[src/pulse_shaper_cfg.svh]
// Purpose: Offsets, field positions, reset values and timing counts
// Assumes: AXI4-Lite byte addresses = 4 * register index
// Notes:   Definitions only
`ifndef PULSE_SHAPER_CFG_SVH
`define PULSE_SHAPER_CFG_SVH

// Register indices as printed
`define IDX_PHASE1       8'h1c
`define IDX_PHASE2       8'h1d
`define IDX_PHASE3       8'h1e
`define IDX_PHASE4       8'h1f
`define IDX_PULSE_ENABLE 8'h11
`define IDX_MARK_CTRL    8'h20
`define IDX_STATUS       8'h21
// Byte addresses
`define ADDR_PHASE1       8'h70
`define ADDR_PULSE_ENABLE 8'h44
`define ADDR_MARK_CTRL    8'h80
`define ADDR_STATUS       8'h84
// Fields
`define CODE_MSB         6
`define SELECT_BIT       3
`define MARK_START_BIT   0
// Reset values (none documented; zero chosen)
`define PHASE_RESET      8'h00
`define ENABLE_RESET     8'h00
// Cycles per phase of a mark
`define PHASE_CYCLES     8'h04

`endif

[src/pulse_shaper_pkg.sv]
// Purpose: Types for the custom transmit pulse shaper
// Assumes: Constants live in pulse_shaper_cfg.svh
// Notes:   None
package pulse_shaper_pkg;
    typedef enum logic [2:0] {
        ST_IDLE = 3'b000,
        ST_PH1  = 3'b001,
        ST_PH2  = 3'b011,
        ST_PH3  = 3'b010,
        ST_PH4  = 3'b110
    } phase_state_t;

    typedef struct packed {
        logic       valid;  // Code is being driven
        logic [1:0] phase;  // Phase index 0..3
        logic [6:0] code;   // Converter amplitude code
    } dac_word_t;
endpackage : pulse_shaper_pkg

[src/custom_tx_pulse_shaper.sv]
// Purpose: Custom mark pulse amplitude registers and phase sequencer
// Assumes: AXI4-Lite slave, single clock, synchronous active-low reset
// Notes:   Template codes arrive on a port from the template store
`timescale 1ns/100ps
`include "pulse_shaper_cfg.svh"

// Register map, byte addresses on the AXI4-Lite port
//   0x70  phase one amplitude code, bits 6..0
//   0x74  phase two amplitude code, bits 6..0
//   0x78  phase three amplitude code, bits 6..0
//   0x7c  phase four amplitude code, bits 6..0
//   0x44  pulse enable, select bit 3
//   0x80  mark start, write one to bit 0, reads zero
//   0x84  status, read only
// Byte address is four times the register index
// Status word layout
//   bit 8     mark pending
//   bit 7     converter word valid
//   bits 6..5 phase being driven
//   bit 0     select bit copy
// Other status bits read zero
// Write channel
//   Address and data are taken in either order
//   Each side is held until the other arrives
//   Response rises the cycle after both are held
//   Ready drops while one side waits or a response stands
// Read channel
//   Data is registered the cycle after the address is taken
//   Ready drops while read data stands
// Unmapped addresses answer with a slave error
//   A write to them changes nothing
//   A read from them returns zero
// Only the low byte lane carries register bits
//   Strobes are not looked at; every write is a full write
// Bit 7 of each phase register is stored and read back
//   It never reaches the converter
// Mark sequencing
//   A strobe or a mark start write sets a pending flag
//   The sequencer leaves idle on the next edge
//   Each phase lasts a fixed count of cycles
//   The four phases go out in order, then one idle cycle
//   Strobes during a mark fold into one pending mark
//   A level held high gives back to back marks
//   Sequencer states follow a Gray path
//   so one state bit moves per step, but two on the step from phase four back to idle
// Converter word
//   Valid, phase index and code all come from flip-flops
//   Code is the programmed value while select is high
//   Otherwise the template slice for that phase
//   Select is looked at every cycle, so a change mid mark
//   takes effect from the next cycle on
// Reset
//   Synchronous and active low; all registered outputs clear
//   Ready outputs are high once reset is applied
// Hazards
//   No reset values are defined for the codes; zero is used
//   Software must program codes before setting select
//   Template codes are expected to be stable while in use
// Timing
//   A strobe seen on one edge sets pending
//   Phase one is driven from the next edge after it
//   Sixteen cycles of valid per mark with the default count

// Behaviour
// - Phase one of each mark uses register 1CH bits 6..0.
// - Phase two of each mark uses register 1DH bits 6..0.
// - Phase three of each mark uses register 1EH bits 6..0.
// - Phase four of each mark uses register 1FH bits 6..0.
// - Code is unsigned magnitude; larger value drives larger amplitude.
// - Programmed codes apply only while select bit 3 at 11H is high.
// - With select low, phase codes come from the template store.
module custom_tx_pulse_shaper
    import pulse_shaper_pkg::*;
(
    input  wire logic        aclk,          // Transmit line clock
    input  wire logic        aresetn,       // Sync reset, active low
    input  wire logic [7:0]  awaddr,        // Write address
    input  wire logic        awvalid,       // Write address valid
    output logic             awready,       // Write address ready
    input  wire logic [31:0] wdata,         // Write data
    input  wire logic [3:0]  wstrb,         // Write byte strobes
    input  wire logic        wvalid,        // Write data valid
    output logic             wready,        // Write data ready
    output logic [1:0]       bresp,         // Write response
    output logic             bvalid,        // Write response valid
    input  wire logic        bready,        // Write response ready
    input  wire logic [7:0]  araddr,        // Read address
    input  wire logic        arvalid,       // Read address valid
    output logic             arready,       // Read address ready
    output logic [31:0]      rdata,         // Read data
    output logic [1:0]       rresp,         // Read response
    output logic             rvalid,        // Read data valid
    input  wire logic        rready,        // Read data ready
    input  wire logic        mark_strobe,   // Pulse: transmit a mark
    input  wire logic [27:0] template_codes,// Template codes, phase1 low
    output dac_word_t        dac_out        // Word to the converter
);

    // Phase code registers and the enable register
    logic [7:0]   phase_q [4];
    logic [7:0]   phase_d [4];
    logic [7:0]   enable_q, enable_d;

    // Write channel holding state
    logic [7:0]   aw_addr_q, aw_addr_d;
    logic         aw_have_q, aw_have_d;
    logic [31:0]  w_data_q, w_data_d;
    logic         w_have_q, w_have_d;
    logic [1:0]   bresp_q, bresp_d;
    logic         bvalid_q, bvalid_d;

    // Read channel state
    logic [31:0]  rdata_q, rdata_d;
    logic [1:0]   rresp_q, rresp_d;
    logic         rvalid_q, rvalid_d;

    // Sequencer state and converter word
    phase_state_t state_q, state_d;
    logic [7:0]   cnt_q, cnt_d;
    logic         pending_q, pending_d;
    dac_word_t    dac_q, dac_d;

    // Internal nets
    logic [6:0]   code_sel [4];
    logic         do_write;
    logic         sw_mark;
    logic         sel_on;

    // Bus and converter outputs, select and write decodes
    assign awready = !aw_have_q && !bvalid_q;
    assign wready  = !w_have_q && !bvalid_q;
    assign arready = !rvalid_q;
    assign bresp   = bresp_q;
    assign bvalid  = bvalid_q;
    assign rdata   = rdata_q;
    assign rresp   = rresp_q;
    assign rvalid  = rvalid_q;
    assign dac_out = dac_q;
    assign sel_on  = enable_q[`SELECT_BIT];
    assign do_write = aw_have_q && w_have_q && !bvalid_q;
    assign sw_mark = do_write && aw_addr_q == `ADDR_MARK_CTRL
                     && w_data_q[`MARK_START_BIT];

    // Per-phase code source: programmed or template
    genvar gi;
    generate
        for (gi = 0; gi < 4; gi = gi + 1) begin : g_src
            assign code_sel[gi] = sel_on
                ? phase_q[gi][`CODE_MSB:0]
                : template_codes[gi*7 +: 7];
        end
    endgenerate

    // Bus write path, register updates and read path
    always_comb begin
        aw_addr_d = aw_addr_q;
        aw_have_d = aw_have_q;
        w_data_d  = w_data_q;
        w_have_d  = w_have_q;
        bresp_d   = bresp_q;
        bvalid_d  = bvalid_q;
        rdata_d   = rdata_q;
        rresp_d   = rresp_q;
        rvalid_d  = rvalid_q;
        enable_d  = enable_q;
        for (int i = 0; i < 4; i++) begin
            phase_d[i] = phase_q[i];
        end
        if (awvalid && awready) begin
            aw_addr_d = awaddr;
            aw_have_d = 1'b1;
        end
        if (wvalid && wready) begin
            w_data_d = wdata;
            w_have_d = 1'b1;
        end
        if (do_write) begin
            aw_have_d = 1'b0;
            w_have_d  = 1'b0;
            bvalid_d  = 1'b1;
            bresp_d   = 2'h0;
            // Low byte lane carries every register here
            if (aw_addr_q[7:4] == 4'(`ADDR_PHASE1 >> 4)
                && aw_addr_q[1:0] == 2'h0 && aw_addr_q[3:2] <= 2'h3) begin
                // Bit 7 is stored as written; software keeps it zero
                phase_d[aw_addr_q[3:2]] = w_data_q[7:0];
            end else if (aw_addr_q == `ADDR_PULSE_ENABLE) begin
                enable_d = w_data_q[7:0];
            end else if (aw_addr_q != `ADDR_MARK_CTRL) begin
                bresp_d = 2'h2;                     // Unmapped: SLVERR
            end
        end
        if (bvalid_q && bready) begin
            bvalid_d = 1'b0;
        end
        if (arvalid && arready) begin
            rvalid_d = 1'b1;
            rresp_d  = 2'h0;
            rdata_d  = 32'h0;
            if (araddr[7:4] == 4'(`ADDR_PHASE1 >> 4)
                && araddr[1:0] == 2'h0) begin
                rdata_d = {24'h0, phase_q[araddr[3:2]]};
            end else if (araddr == `ADDR_PULSE_ENABLE) begin
                rdata_d = {24'h0, enable_q};
            end else if (araddr == `ADDR_STATUS) begin
                rdata_d = {23'h0, pending_q, dac_q.valid,
                           dac_q.phase, 4'h0, sel_on};
            end else if (araddr != `ADDR_MARK_CTRL) begin
                rresp_d = 2'h2;
            end
        end else if (rvalid_q && rready) begin
            rvalid_d = 1'b0;
        end
    end

    // Phase sequencer: four phases per mark, in order
    always_comb begin
        state_d   = state_q;
        cnt_d     = cnt_q;
        pending_d = pending_q || mark_strobe || sw_mark;
        dac_d     = '0;
        case (state_q)
            ST_IDLE: begin
                if (pending_q) begin
                    pending_d = mark_strobe || sw_mark;
                    state_d   = ST_PH1;
                    cnt_d     = `PHASE_CYCLES - 8'h01;
                end
            end
            ST_PH1, ST_PH2, ST_PH3, ST_PH4: begin
                if (cnt_q != 8'h00) begin
                    cnt_d = cnt_q - 8'h01;
                end else begin
                    cnt_d = `PHASE_CYCLES - 8'h01;
                    case (state_q)
                        ST_PH1:  state_d = ST_PH2;
                        ST_PH2:  state_d = ST_PH3;
                        ST_PH3:  state_d = ST_PH4;
                        default: state_d = ST_IDLE;
                    endcase
                end
            end
            default: state_d = ST_IDLE;
        endcase
        // Unsigned code passes straight to the converter
        case (state_d)
            ST_PH1:  dac_d = '{1'b1, 2'h0, code_sel[0]};
            ST_PH2:  dac_d = '{1'b1, 2'h1, code_sel[1]};
            ST_PH3:  dac_d = '{1'b1, 2'h2, code_sel[2]};
            ST_PH4:  dac_d = '{1'b1, 2'h3, code_sel[3]};
            default: dac_d = '0;
        endcase
    end

    // Write channel registers
    always_ff @(posedge aclk) begin
        if (!aresetn) begin
            aw_addr_q <= 8'h00;
            aw_have_q <= 1'b0;
            w_data_q  <= 32'h0;
            w_have_q  <= 1'b0;
            bresp_q   <= 2'h0;
            bvalid_q  <= 1'b0;
        end else begin
            aw_addr_q <= aw_addr_d;
            aw_have_q <= aw_have_d;
            w_data_q  <= w_data_d;
            w_have_q  <= w_have_d;
            bresp_q   <= bresp_d;
            bvalid_q  <= bvalid_d;
        end
    end

    // Phase code and enable registers
    always_ff @(posedge aclk) begin
        if (!aresetn) begin
            enable_q <= `ENABLE_RESET;
            for (int i = 0; i < 4; i++) begin
                phase_q[i] <= `PHASE_RESET;
            end
        end else begin
            enable_q <= enable_d;
            phase_q  <= phase_d;
        end
    end

    // Read channel registers
    always_ff @(posedge aclk) begin
        if (!aresetn) begin
            rdata_q  <= 32'h0;
            rresp_q  <= 2'h0;
            rvalid_q <= 1'b0;
        end else begin
            rdata_q  <= rdata_d;
            rresp_q  <= rresp_d;
            rvalid_q <= rvalid_d;
        end
    end

    // Sequencer and converter word registers
    always_ff @(posedge aclk) begin
        if (!aresetn) begin
            state_q   <= ST_IDLE;
            cnt_q     <= 8'h00;
            pending_q <= 1'b0;
            dac_q     <= '0;
        end else begin
            state_q   <= state_d;
            cnt_q     <= cnt_d;
            pending_q <= pending_d;
            dac_q     <= dac_d;
        end
    end

endmodule : custom_tx_pulse_shaper

[config.mk]
export PLATFORM = sky130hd
export DESIGN_NAME = custom_tx_pulse_shaper
export DESIGN_NICKNAME = d
export VERILOG_FILES = /design/src/pulse_shaper_pkg.sv /design/src/custom_tx_pulse_shaper.sv
export VERILOG_INCLUDE_DIRS = /design/src /design/src/src
export SDC_FILE = /design/constraint.sdc
export NUM_CORES = 1
export LEC_CHECK = 0
export BUFFER_PORTS_ARGS = -buffer_cell sky130_fd_sc_hd__buf_4
export CAP_MARGIN = 10
export CELL_PAD_IN_SITES_DETAIL_PLACEMENT = 0
export CELL_PAD_IN_SITES_GLOBAL_PLACEMENT = 1
export CORE_MARGIN = 8
export CORE_UTILIZATION = 38
export DETAILED_ROUTE_END_ITERATION = 10
export PLACE_DENSITY = 0.82
export SLEW_MARGIN = 20
export SYNTH_ARGS = -nofsm -noshare
export SYNTH_HDL_FRONTEND = slang
export SYNTH_SLANG_ARGS = --single-unit
[constraint.sdc]
create_clock -name aclk -period 2.25 [get_ports aclk]
set_input_delay 0.225 -clock aclk [delete_from_list [all_inputs] [get_ports aclk]]
set_output_delay 0.225 -clock aclk [all_outputs]
set_load 0.05 [all_outputs]
==> results of run 1 <==
==> stage by stage <==
step           total power, mW  setup slack (ns)
2_1_floorplan             3.57             0.258
3_3_place_gp              4.05             0.261
3_5_place_dp              4.08             0.241
4_1_cts                   5.51             0.227
5_1_grt                   5.81            0.0318
6_report                  5.51             0.207
==> layout by cell type, fill, tap and decap left out, types with 6 or more instances in the layout <==
master and count:
buf_4 94, dfxtp_1 93, mux2i_1 61, nor2_1 52
nand2_1 46, a21oi_1 41, conb_1 25, nor2b_1 16
o22ai_1 15, nand3_1 14, a211oi_1 9, nor4_1 9
clkbuf_16 9, o21ai_0 8, mux2_2 8, mux4_2 8
inv_1 7, nor3_1 7, o32ai_1 7, nand2b_1 6
==> flip-flops by register name (all words and copies together) (netlist names) <==
name,count
phase_q,32
dac_out,10
rdata,9
aw_addr_q,8
cnt_q,8
enable_q,8
w_data_q,8
state_q,3
aw_have_q,1
bresp,1
bvalid,1
pending_q,1
rresp,1
rvalid,1
w_have_q,1
==> logic make-up (layout without fill, tap and decap cells) <==
group                    count (synthesis)  after routing  synth area share, %
AO/OA/AOI/OAI                          108            108                 14.8
XOR/XNOR                                 1              1                0.184
other                                    1             25               0.0790
multiplexers                            77             77                 18.6
adder cells (fa/ha/maj)                  1              1                0.263
buffers and inverters                   62            120                 7.04
flip-flops                              93             93                 39.2
AND/OR/NAND/NOR                        182            182                 19.9
==> tightest hold or removal path, delay by kind of cell <==
family	cells	cell delay, ns
buffers and inverters	1	0.11
AOI/OAI and AO/OA	1	0.05
and+or+nand+nor	1	0.04
==> routing by layer <==
metal  share of wire (%)  wire length [µm]
met4                 2.4               318
met3                 5.6               737
met5                   0                 0
met2                  48              6390
met1                  44              5840
==> final timing paths <==
check                            from                         to  slack, ns  depth (start not counted)
max             cnt_q[0]$_SDFFE_PN0P_      dac_out[2]$_SDFF_PN0_       0.21                          6
min reg2reg  enable_q[1]$_SDFFE_PN0P_      rdata[1]$_SDFFE_PN0P_       0.46                          2
min                         awaddr[6]  aw_addr_q[6]$_SDFFE_PN0P_       0.13                          3
max reg2reg     cnt_q[0]$_SDFFE_PN0P_      dac_out[2]$_SDFF_PN0_       0.21                          6
==> power by group through the flow <==
stage                     logic, mW  clock network (mW)  registers (mW)
final                          2.02                1.44            2.05
after global routing           2.19                1.54            2.08
after CTS                      2.00                1.47            2.05
after detailed placement       1.99                   0            2.08
after global placement         1.97                   0            2.07
after floorplan                1.36                   0            2.21
==> final cells by class <==
| class | count | area, µm² | area share, % |
|---|---|---|---|
| repair buffers | 96 | 746 | 12.9 |
| clock buffers | 12 | 246 | 4.26 |
| flip-flops and latches | 93 | 1860 | 32.2 |
| multi-input cells | 394 | 2660 | 45.9 |
| well taps | 172 | 215 | 3.72 |
| clock inverters | 4 | 30.0 | 0.519 |
| inverters | 8 | 30.0 | 0.519 |
==> flow_metrics.env, run 1 <==
export IMPL_routed_via_count=4126
export IMPL_hold_viol=0
export IMPL_arrival_ns=2.25
export IMPL_final_core_util_pct=46.6
export IMPL_slew_headroom_pct=52.3
export IMPL_syn_area_mm2=0.00475
export IMPL_max_stage_delay_ns=0.50
export IMPL_ys_types=61
export IMPL_finalSetupTns_ns=0
export IMPL_clock_sinks=93
export IMPL_antenna_cells=0
export IMPL_swShare_pct=38.8
export IMPL_power_switching_mw=2.14
export IMPL_worstPathRequired_ns=2.45
export IMPL_postCtsSetupBuffers=0
export IMPL_track_usage_pct=16.0
export IMPL_intPower_mw=3.37
export IMPL_start_kind="flop"
export IMPL_grt_pass1_wl_um=20800
export IMPL_worst_pin_slew_ns=0.715
export IMPL_hold_path_class="input port to flop"
export IMPL_wire_per_inst_um=17.0
export IMPL_synth_edf_count=0
export IMPL_synth_commonest_cells="dfxtp_1, mux2i_1, nor2_1"
export IMPL_crit_type="flop to flop"
export IMPL_ant_nets=0
export IMPL_routed_wl_um=13300
export IMPL_dieHeight_um=128
export IMPL_ys_flop_type="dfxtp_1"
export IMPL_status="completed"
export IMPL_cp_slowest_cell="nor4b_4"
export IMPL_gp_congestion=0.872
export IMPL_dr_pass1_iters=5
export IMPL_fin_crit_ns=2.04
export IMPL_clkPwrFrac_pct=26.1
export IMPL_cp_end_kind="flop"
export IMPL_clockBufferDepth=2
export IMPL_cp_buffers_inverters=1
export IMPL_finalSetupViolCount=0
export IMPL_cts_made_buffers=9
export IMPL_ios=139
export IMPL_cp_max_fo=8
export IMPL_final_area_mm2=0.00579
export IMPL_synth_top_area_share_pct=39.2
export IMPL_ctsHoldBuffers=0
export IMPL_synth_area_leader_cell="dfxtp_1"
export IMPL_drt_initial_drc_count=337
export IMPL_grtUsageMet3_pct=4.53
export IMPL_hpwlAfterDp_um=9970
export IMPL_io_buffers=85
export IMPL_clk_latency_ns=0.34
export IMPL_p_leak_nw=2.31
export IMPL_use_met2_pct=26.3
export IMPL_cts_max_level=3
export IMPL_yosysMostFrequentCell="dfxtp_1"
export IMPL_drc=0
export IMPL_ir_worst_vdd_mv=0.427
export IMPL_rsz0062_at_grt="no"
export IMPL_fin_crit_sh_pct=90.8
export IMPL_area_growth_pct=21.9
export IMPL_met1_usage_pct=19.7
export IMPL_cp_top_family="compound AO/OA/AOI/OAI gates"
export IMPL_via_per_inst=5.30
export IMPL_path_cells="inv_1 -> ha_1 -> nor4b_4 -> a31oi_2 -> a211oi_1 -> o32ai_1"
export IMPL_fillers=1235
export IMPL_final_nets=691
export IMPL_p_per_area_mw_per_mm2=951
export IMPL_rows=41
export IMPL_die_area_mm2=0.0163
export IMPL_grt_ovfl_total=0
export IMPL_cts_tree="built"
export IMPL_seqPwrFrac_pct=37.3
export IMPL_grt_pass1_vias=4013
export IMPL_synth_cells=525
export IMPL_dp_cells=763
export IMPL_path_clk_slew_ns=0.07
export IMPL_combPwrFrac_pct=36.6
export IMPL_finClkSkew_ns=0.00728
export IMPL_core_area_mm2=0.0124
export IMPL_cap_viol_max_count=0
export IMPL_synth_area_top_cells="dfxtp_1, mux2i_1, a21oi_1"
export IMPL_start_util_pct=38.2
export IMPL_grt_max_degree=78
export IMPL_die_x_um=128
export IMPL_cts_resized=0
export IMPL_antenna_found_initial=0
export IMPL_synthArstFlopShare_pct=0
export IMPL_yosysSeqAreaShare_pct=39.2
export IMPL_dpl_instance_area_mm2=0.00551
export IMPL_drive_gt1_share_pct=23.1
export IMPL_fmax_ghz=0.489
export IMPL_yosysWarnings=0
export IMPL_final_cells=779
export IMPL_syn_avg_cell_area_um2=9.04
export IMPL_grt_busiest_layer="met2"
export IMPL_cts_root_buf="clkbuf_16"
export IMPL_synth_seq_cells=93
export IMPL_slew_viol_final=0
export IMPL_hold_ws_ns=0.128
No activity file was read; power rests on OpenSTA's default activity.
==> inputs of run 2 (changes only) <==
--- a/config.mk
+++ b/config.mk
@@ -13,5 +13,5 @@
 export CORE_MARGIN = 8
-export CORE_UTILIZATION = 38
+export CORE_UTILIZATION = 25
 export DETAILED_ROUTE_END_ITERATION = 10
-export PLACE_DENSITY = 0.82
+export PLACE_DENSITY = 0.59
 export SLEW_MARGIN = 20
--- a/constraint.sdc
+++ b/constraint.sdc
@@ -3,2 +3,2 @@
 set_output_delay 0.225 -clock aclk [all_outputs]
-set_load 0.05 [all_outputs]
+set_load 0.005 [all_outputs]
==> flow_metrics.env, run 2 (synthesized netlist as in run 1, its figures left out) <==
export IMPL_status="completed"
export IMPL_drive_gt1_share_pct=23.2
export IMPL_cp_end_kind="flop"
export IMPL_cts_tree="built"
export IMPL_top_register="phase_q"
export IMPL_drt_initial_drc_count=251
export IMPL_slew_headroom_pct=53.2
export IMPL_p_per_area_mw_per_mm2=891
export IMPL_rows=50
export IMPL_track_usage_pct=12.6
export IMPL_slew_viol_final=0
export IMPL_ir_worst_vdd_mv=0.373
export IMPL_ios=139
export IMPL_cts_max_level=3
export IMPL_final_nets=692
export IMPL_fin_crit_sh_pct=93.9
export IMPL_met1_usage_pct=14.8
export IMPL_io_buffers=85
export IMPL_hold_path_class="input port to flop"
export IMPL_die_area_mm2=0.0237
export IMPL_crit_type="flop to flop"
export IMPL_finalSetupTns_ns=0
export IMPL_gp_congestion=0.819
export IMPL_routed_via_count=4128
export IMPL_hold_ws_ns=0.117
export IMPL_core_area_mm2=0.0186
export IMPL_cts_root_buf="clkbuf_16"
export IMPL_rsz0062_at_grt="yes"
export IMPL_use_met2_pct=21.9
export IMPL_start_util_pct=25.5
export IMPL_postCtsSetupBuffers=0
export IMPL_finalPower_mw=5.23
export IMPL_fin_ws_ns=0.138
export IMPL_pre_cts_slack_ns=0.182
export IMPL_fin_crit_ns=2.11
export IMPL_grtUsageMet3_pct=3.84
export IMPL_dieHeight_um=154
export IMPL_grt_pass1_wl_um=23100
export IMPL_worstPathRequired_ns=2.47
export IMPL_dpl_instance_area_mm2=0.00559
export IMPL_routed_wl_um=14900
export IMPL_hold_viol=0
export IMPL_grt_max_degree=78
export IMPL_path_clk_slew_ns=0.07
export IMPL_finClkSkew_ns=0.0130
export IMPL_clockBufferDepth=2
export IMPL_arrival_ns=2.33
export IMPL_path_cells="inv_1 -> ha_1 -> nor4b_4 -> a31oi_2 -> a211oi_1 -> o32ai_1"
export IMPL_drc=0
export IMPL_antenna_cells=0
export IMPL_largest_register_ffs=32
export IMPL_grt_pass1_vias=4130
export IMPL_start_kind="flop"
export IMPL_antenna_found_initial=1
export IMPL_finalSetupViolCount=0
export IMPL_max_stage_delay_ns=0.52
export IMPL_die_x_um=154
export IMPL_p_leak_nw=2.32
export IMPL_via_per_inst=4.91
export IMPL_worst_pin_slew_ns=0.701
export IMPL_grt_busiest_layer="met2"
export IMPL_dr_pass1_iters=5
export IMPL_clk_latency_ns=0.35
export IMPL_cp_max_fo=8
export IMPL_area_growth_pct=23.6
export IMPL_grt_ovfl_total=0
export IMPL_fmax_ghz=0.473
export IMPL_ctsHoldBuffers=0
export IMPL_final_common_cell="buf_4"
export IMPL_fillers=1964
export IMPL_cp_slowest_cell="nor4b_4"
export IMPL_hpwlAfterDp_um=11300
export IMPL_wire_per_inst_um=17.7
export IMPL_ant_nets=0
export IMPL_clock_sinks=93
export IMPL_final_cell_mix="buf_4, dfxtp_1, mux2i_1"
export IMPL_final_area_mm2=0.00587
export IMPL_cap_viol_max_count=0
export IMPL_cts_made_buffers=9
## run 2: cell count changes in the layout (fill, tap and decap cells not counted), sizes merged
cell	change
inv	+2
clkbuf	-2
clkinvlp	-1
buf	+1
## run 2: what timing repair did
| action | in CTS | in global routing |
|---|---|---|
| endpoints found under the hold margin | 0 | 0 |
| setup endpoints to repair | 0 | 1 |
| gates resized for setup | 0 | 1 |
## run 2: worst max-delay path, delay by kind of cell (launching register included)
family                     cells  cell delay (ns)
DFF                            1             0.33
buffers and inverters          1             0.06
and+or+nand+nor                1             0.52
adders and majority gates      1             0.25
AOI/OAI and AO/OA              3             0.82
## run 2: layer usage
layer,up-vias,share of wire (%)
li1,2017,-
met1,1969,43
met2,117,50
met3,23,4.9
met4,2,1.4
met5,-,0.074
## run 2: where the power goes
group          switching, mW  total [mW]  internal [mW]
sequential             0.234        2.05           1.82
clock                  0.688        1.45          0.762
combinational          0.980        1.72          0.744
## run 2: path summary, 6_finish.rpt
path | slack, ns | depth (start not counted) | from | to
min reg2reg | 0.45 | 2 | enable_q[2]$_SDFFE_PN0P_ | rdata[2]$_SDFFE_PN0P_
max | 0.14 | 6 | cnt_q[0]$_SDFFE_PN0P_ | dac_out[2]$_SDFF_PN0_
max reg2reg | 0.14 | 6 | cnt_q[0]$_SDFFE_PN0P_ | dac_out[2]$_SDFF_PN0_
min | 0.12 | 3 | awaddr[2] | aw_addr_q[2]$_SDFFE_PN0P_
## run 2: layout make-up
type                            count  area [µm²]  area share, %
Multi-Input combinational cell    394        2660           45.3
Sequential cell                    93        1860           31.7
Timing Repair Buffer               97         753           12.8
Tap cell                          234         293           4.99
Clock buffer                       10         229           3.90
Clock inverter                      5        43.8          0.746
Inverter                            8        30.0          0.512
## run 2: stage by stage
| stage | util [%] | std cells |
|---|---|---|
| 6_report | 31.5 | 841 |
| 5_1_grt | 31.5 | 841 |
| 4_1_cts | 31.5 | 841 |
| 3_5_place_dp | 30.0 | 826 |
| 3_3_place_gp | 30.0 | 826 |
| 2_1_floorplan | - | 549 |
==> inputs of run 3 (changes only) <==
- BUFFER_PORTS_ARGS: -buffer_cell sky130_fd_sc_hd__buf_4 -> -buffer_cell sky130_fd_sc_hd__clkbuf_2
- CAP_MARGIN: 10 -> 15
- HOLD_SLACK_MARGIN: not set -> 0.12
==> flow_metrics.env, run 3 (synthesized netlist as in run 1, its figures left out) <==
export IMPL_clock_sinks=93
export IMPL_ant_nets=0
export IMPL_cap_viol_max_count=0
export IMPL_fin_crit_ns=2.04
export IMPL_final_cell_mix="dfxtp_1, clkbuf_2, mux2i_1"
export IMPL_p_per_area_mw_per_mm2=905
export IMPL_worstPathRequired_ns=2.47
export IMPL_cts_root_buf="clkbuf_16"
export IMPL_dr_pass1_iters=4
export IMPL_clk_latency_ns=0.35
export IMPL_crit_type="flop to flop"
export IMPL_top_register="phase_q"
export IMPL_largest_register_ffs=32
export IMPL_drive_gt1_share_pct=22.8
export IMPL_final_common_cell="dfxtp_1"
export IMPL_fin_ws_ns=0.210
export IMPL_slew_headroom_pct=53.4
export IMPL_met3_length_um=595
export IMPL_status="completed"
export IMPL_dieHeight_um=154
export IMPL_cp_end_kind="flop"
export IMPL_dr_wl_met2_um=7330
export IMPL_routed_via_count=4165
export IMPL_drc=0
export IMPL_fin_crit_sh_pct=90.7
export IMPL_r2r_setup_slack_ns=0.21
export IMPL_grt_max_degree=52
export IMPL_core_area_mm2=0.0186
export IMPL_grt_ovfl_total=0
export IMPL_grt_pass1_vias=4242
export IMPL_worst_pin_slew_ns=0.699
export IMPL_start_util_pct=25.5
export IMPL_hold_ws_ns=0.131
export IMPL_p_leak_nw=2.35
export IMPL_antenna_cells=0
export IMPL_final_core_util_pct=31.4
export IMPL_track_usage_pct=12.5
export IMPL_hpwlAfterDp_um=11400
export IMPL_arrival_ns=2.26
export IMPL_slew_viol_final=0
export IMPL_cp_max_fo=8
export IMPL_drt_met1_wl_um=6390
export IMPL_finalSetupViolCount=0
export IMPL_clockBufferDepth=2
export IMPL_start_kind="flop"
export IMPL_path_clk_slew_ns=0.07
export IMPL_hold_path_class="input port to flop"
export IMPL_ir_worst_vdd_mv=0.356
export IMPL_finalSetupTns_ns=0
export IMPL_cts_made_buffers=9
export IMPL_via_per_inst=4.84
export IMPL_finalPower_mw=5.30
export IMPL_routed_wl_um=14700
export IMPL_final_nets=710
export IMPL_drt_initial_drc_count=203
export IMPL_io_buffers=85
export IMPL_highest_layer="met5"
export IMPL_cts_resized=0
export IMPL_grt_pass1_wl_um=23100
export IMPL_die_x_um=154
export IMPL_area_growth_pct=23.3
export IMPL_cts_max_level=3
export IMPL_rows=50
export IMPL_gp_congestion=0.810
export IMPL_cts_tree="built"
export IMPL_antenna_found_initial=1
export IMPL_ios=139
export IMPL_die_area_mm2=0.0237
export IMPL_finClkSkew_ns=0.0139
export IMPL_hold_viol=0
export IMPL_pre_cts_slack_ns=0.186
export IMPL_fmax_ghz=0.490
export IMPL_wire_per_inst_um=17.1
export IMPL_rsz0062_at_grt="no"
## run 3: cell count changes in the layout (fill, tap and decap cells not counted), sizes merged
cell and change:
inv -2, clkbuf +85, buf -83, dlygate4sd3 +16
clkinvlp +1, clkinv +1, bufinv +1
## run 3: path summary, 6_finish.rpt
| path | startpoint | to | depth (start not counted) |
|---|---|---|---|
| max | cnt_q[0]$_SDFFE_PN0P_ | dac_out[4]$_SDFF_PN0_ | 7 |
| min reg2reg | enable_q[1]$_SDFFE_PN0P_ | rdata[1]$_SDFFE_PN0P_ | 2 |
| min | bready | bvalid$_SDFFE_PP0P_ | 3 |
| max reg2reg | cnt_q[0]$_SDFFE_PN0P_ | dac_out[4]$_SDFF_PN0_ | 7 |
## run 3: power by group
part / internal [mW] / switching (mW)
logic: 0.732 / 0.970
registers: 1.82 / 0.231
clock network: 0.870 / 0.675
## run 3: metal layers
metal	global-route usage, %	up-vias
met2	21.5	98
met4	4.90	2
li1	-	2056
met5	0	-
met1	14.8	1982
met3	2.89	27
## run 3: critical path, stage by stage (launching register included)
cell	delay, ns
dfxtp_1	0.33
inv_1	0.06
ha_1	0.25
nor4b_4	0.47
a21oi_1	0.19
buf_4	0.21
nor4_1	0.29
o32ai_1	0.11
## run 3: area by class of cell
cell class	instances	area (µm²)
clock buffers	10	229
clock inverters	6	68.8
fillers	1962	12800
inverters	8	30.0
multi-input cells	394	2660
flip-flops and latches	93	1860
well taps	234	293
repair buffers	115	716
## run 3: per-stage QoR
step                std cells  area [µm²]
detailed placement        827        5390
global placement          827        5390
floorplan                 549        4840
finish                    860        5850
global route              860        5850
CTS                       859        5850
## run 3: repair_timing
action                                  in CTS  in global routing
hold buffers                                16                  0
buffers inserted                             0                  1
endpoints found under the setup margin       0                  2
hold endpoints to repair                    16                  0
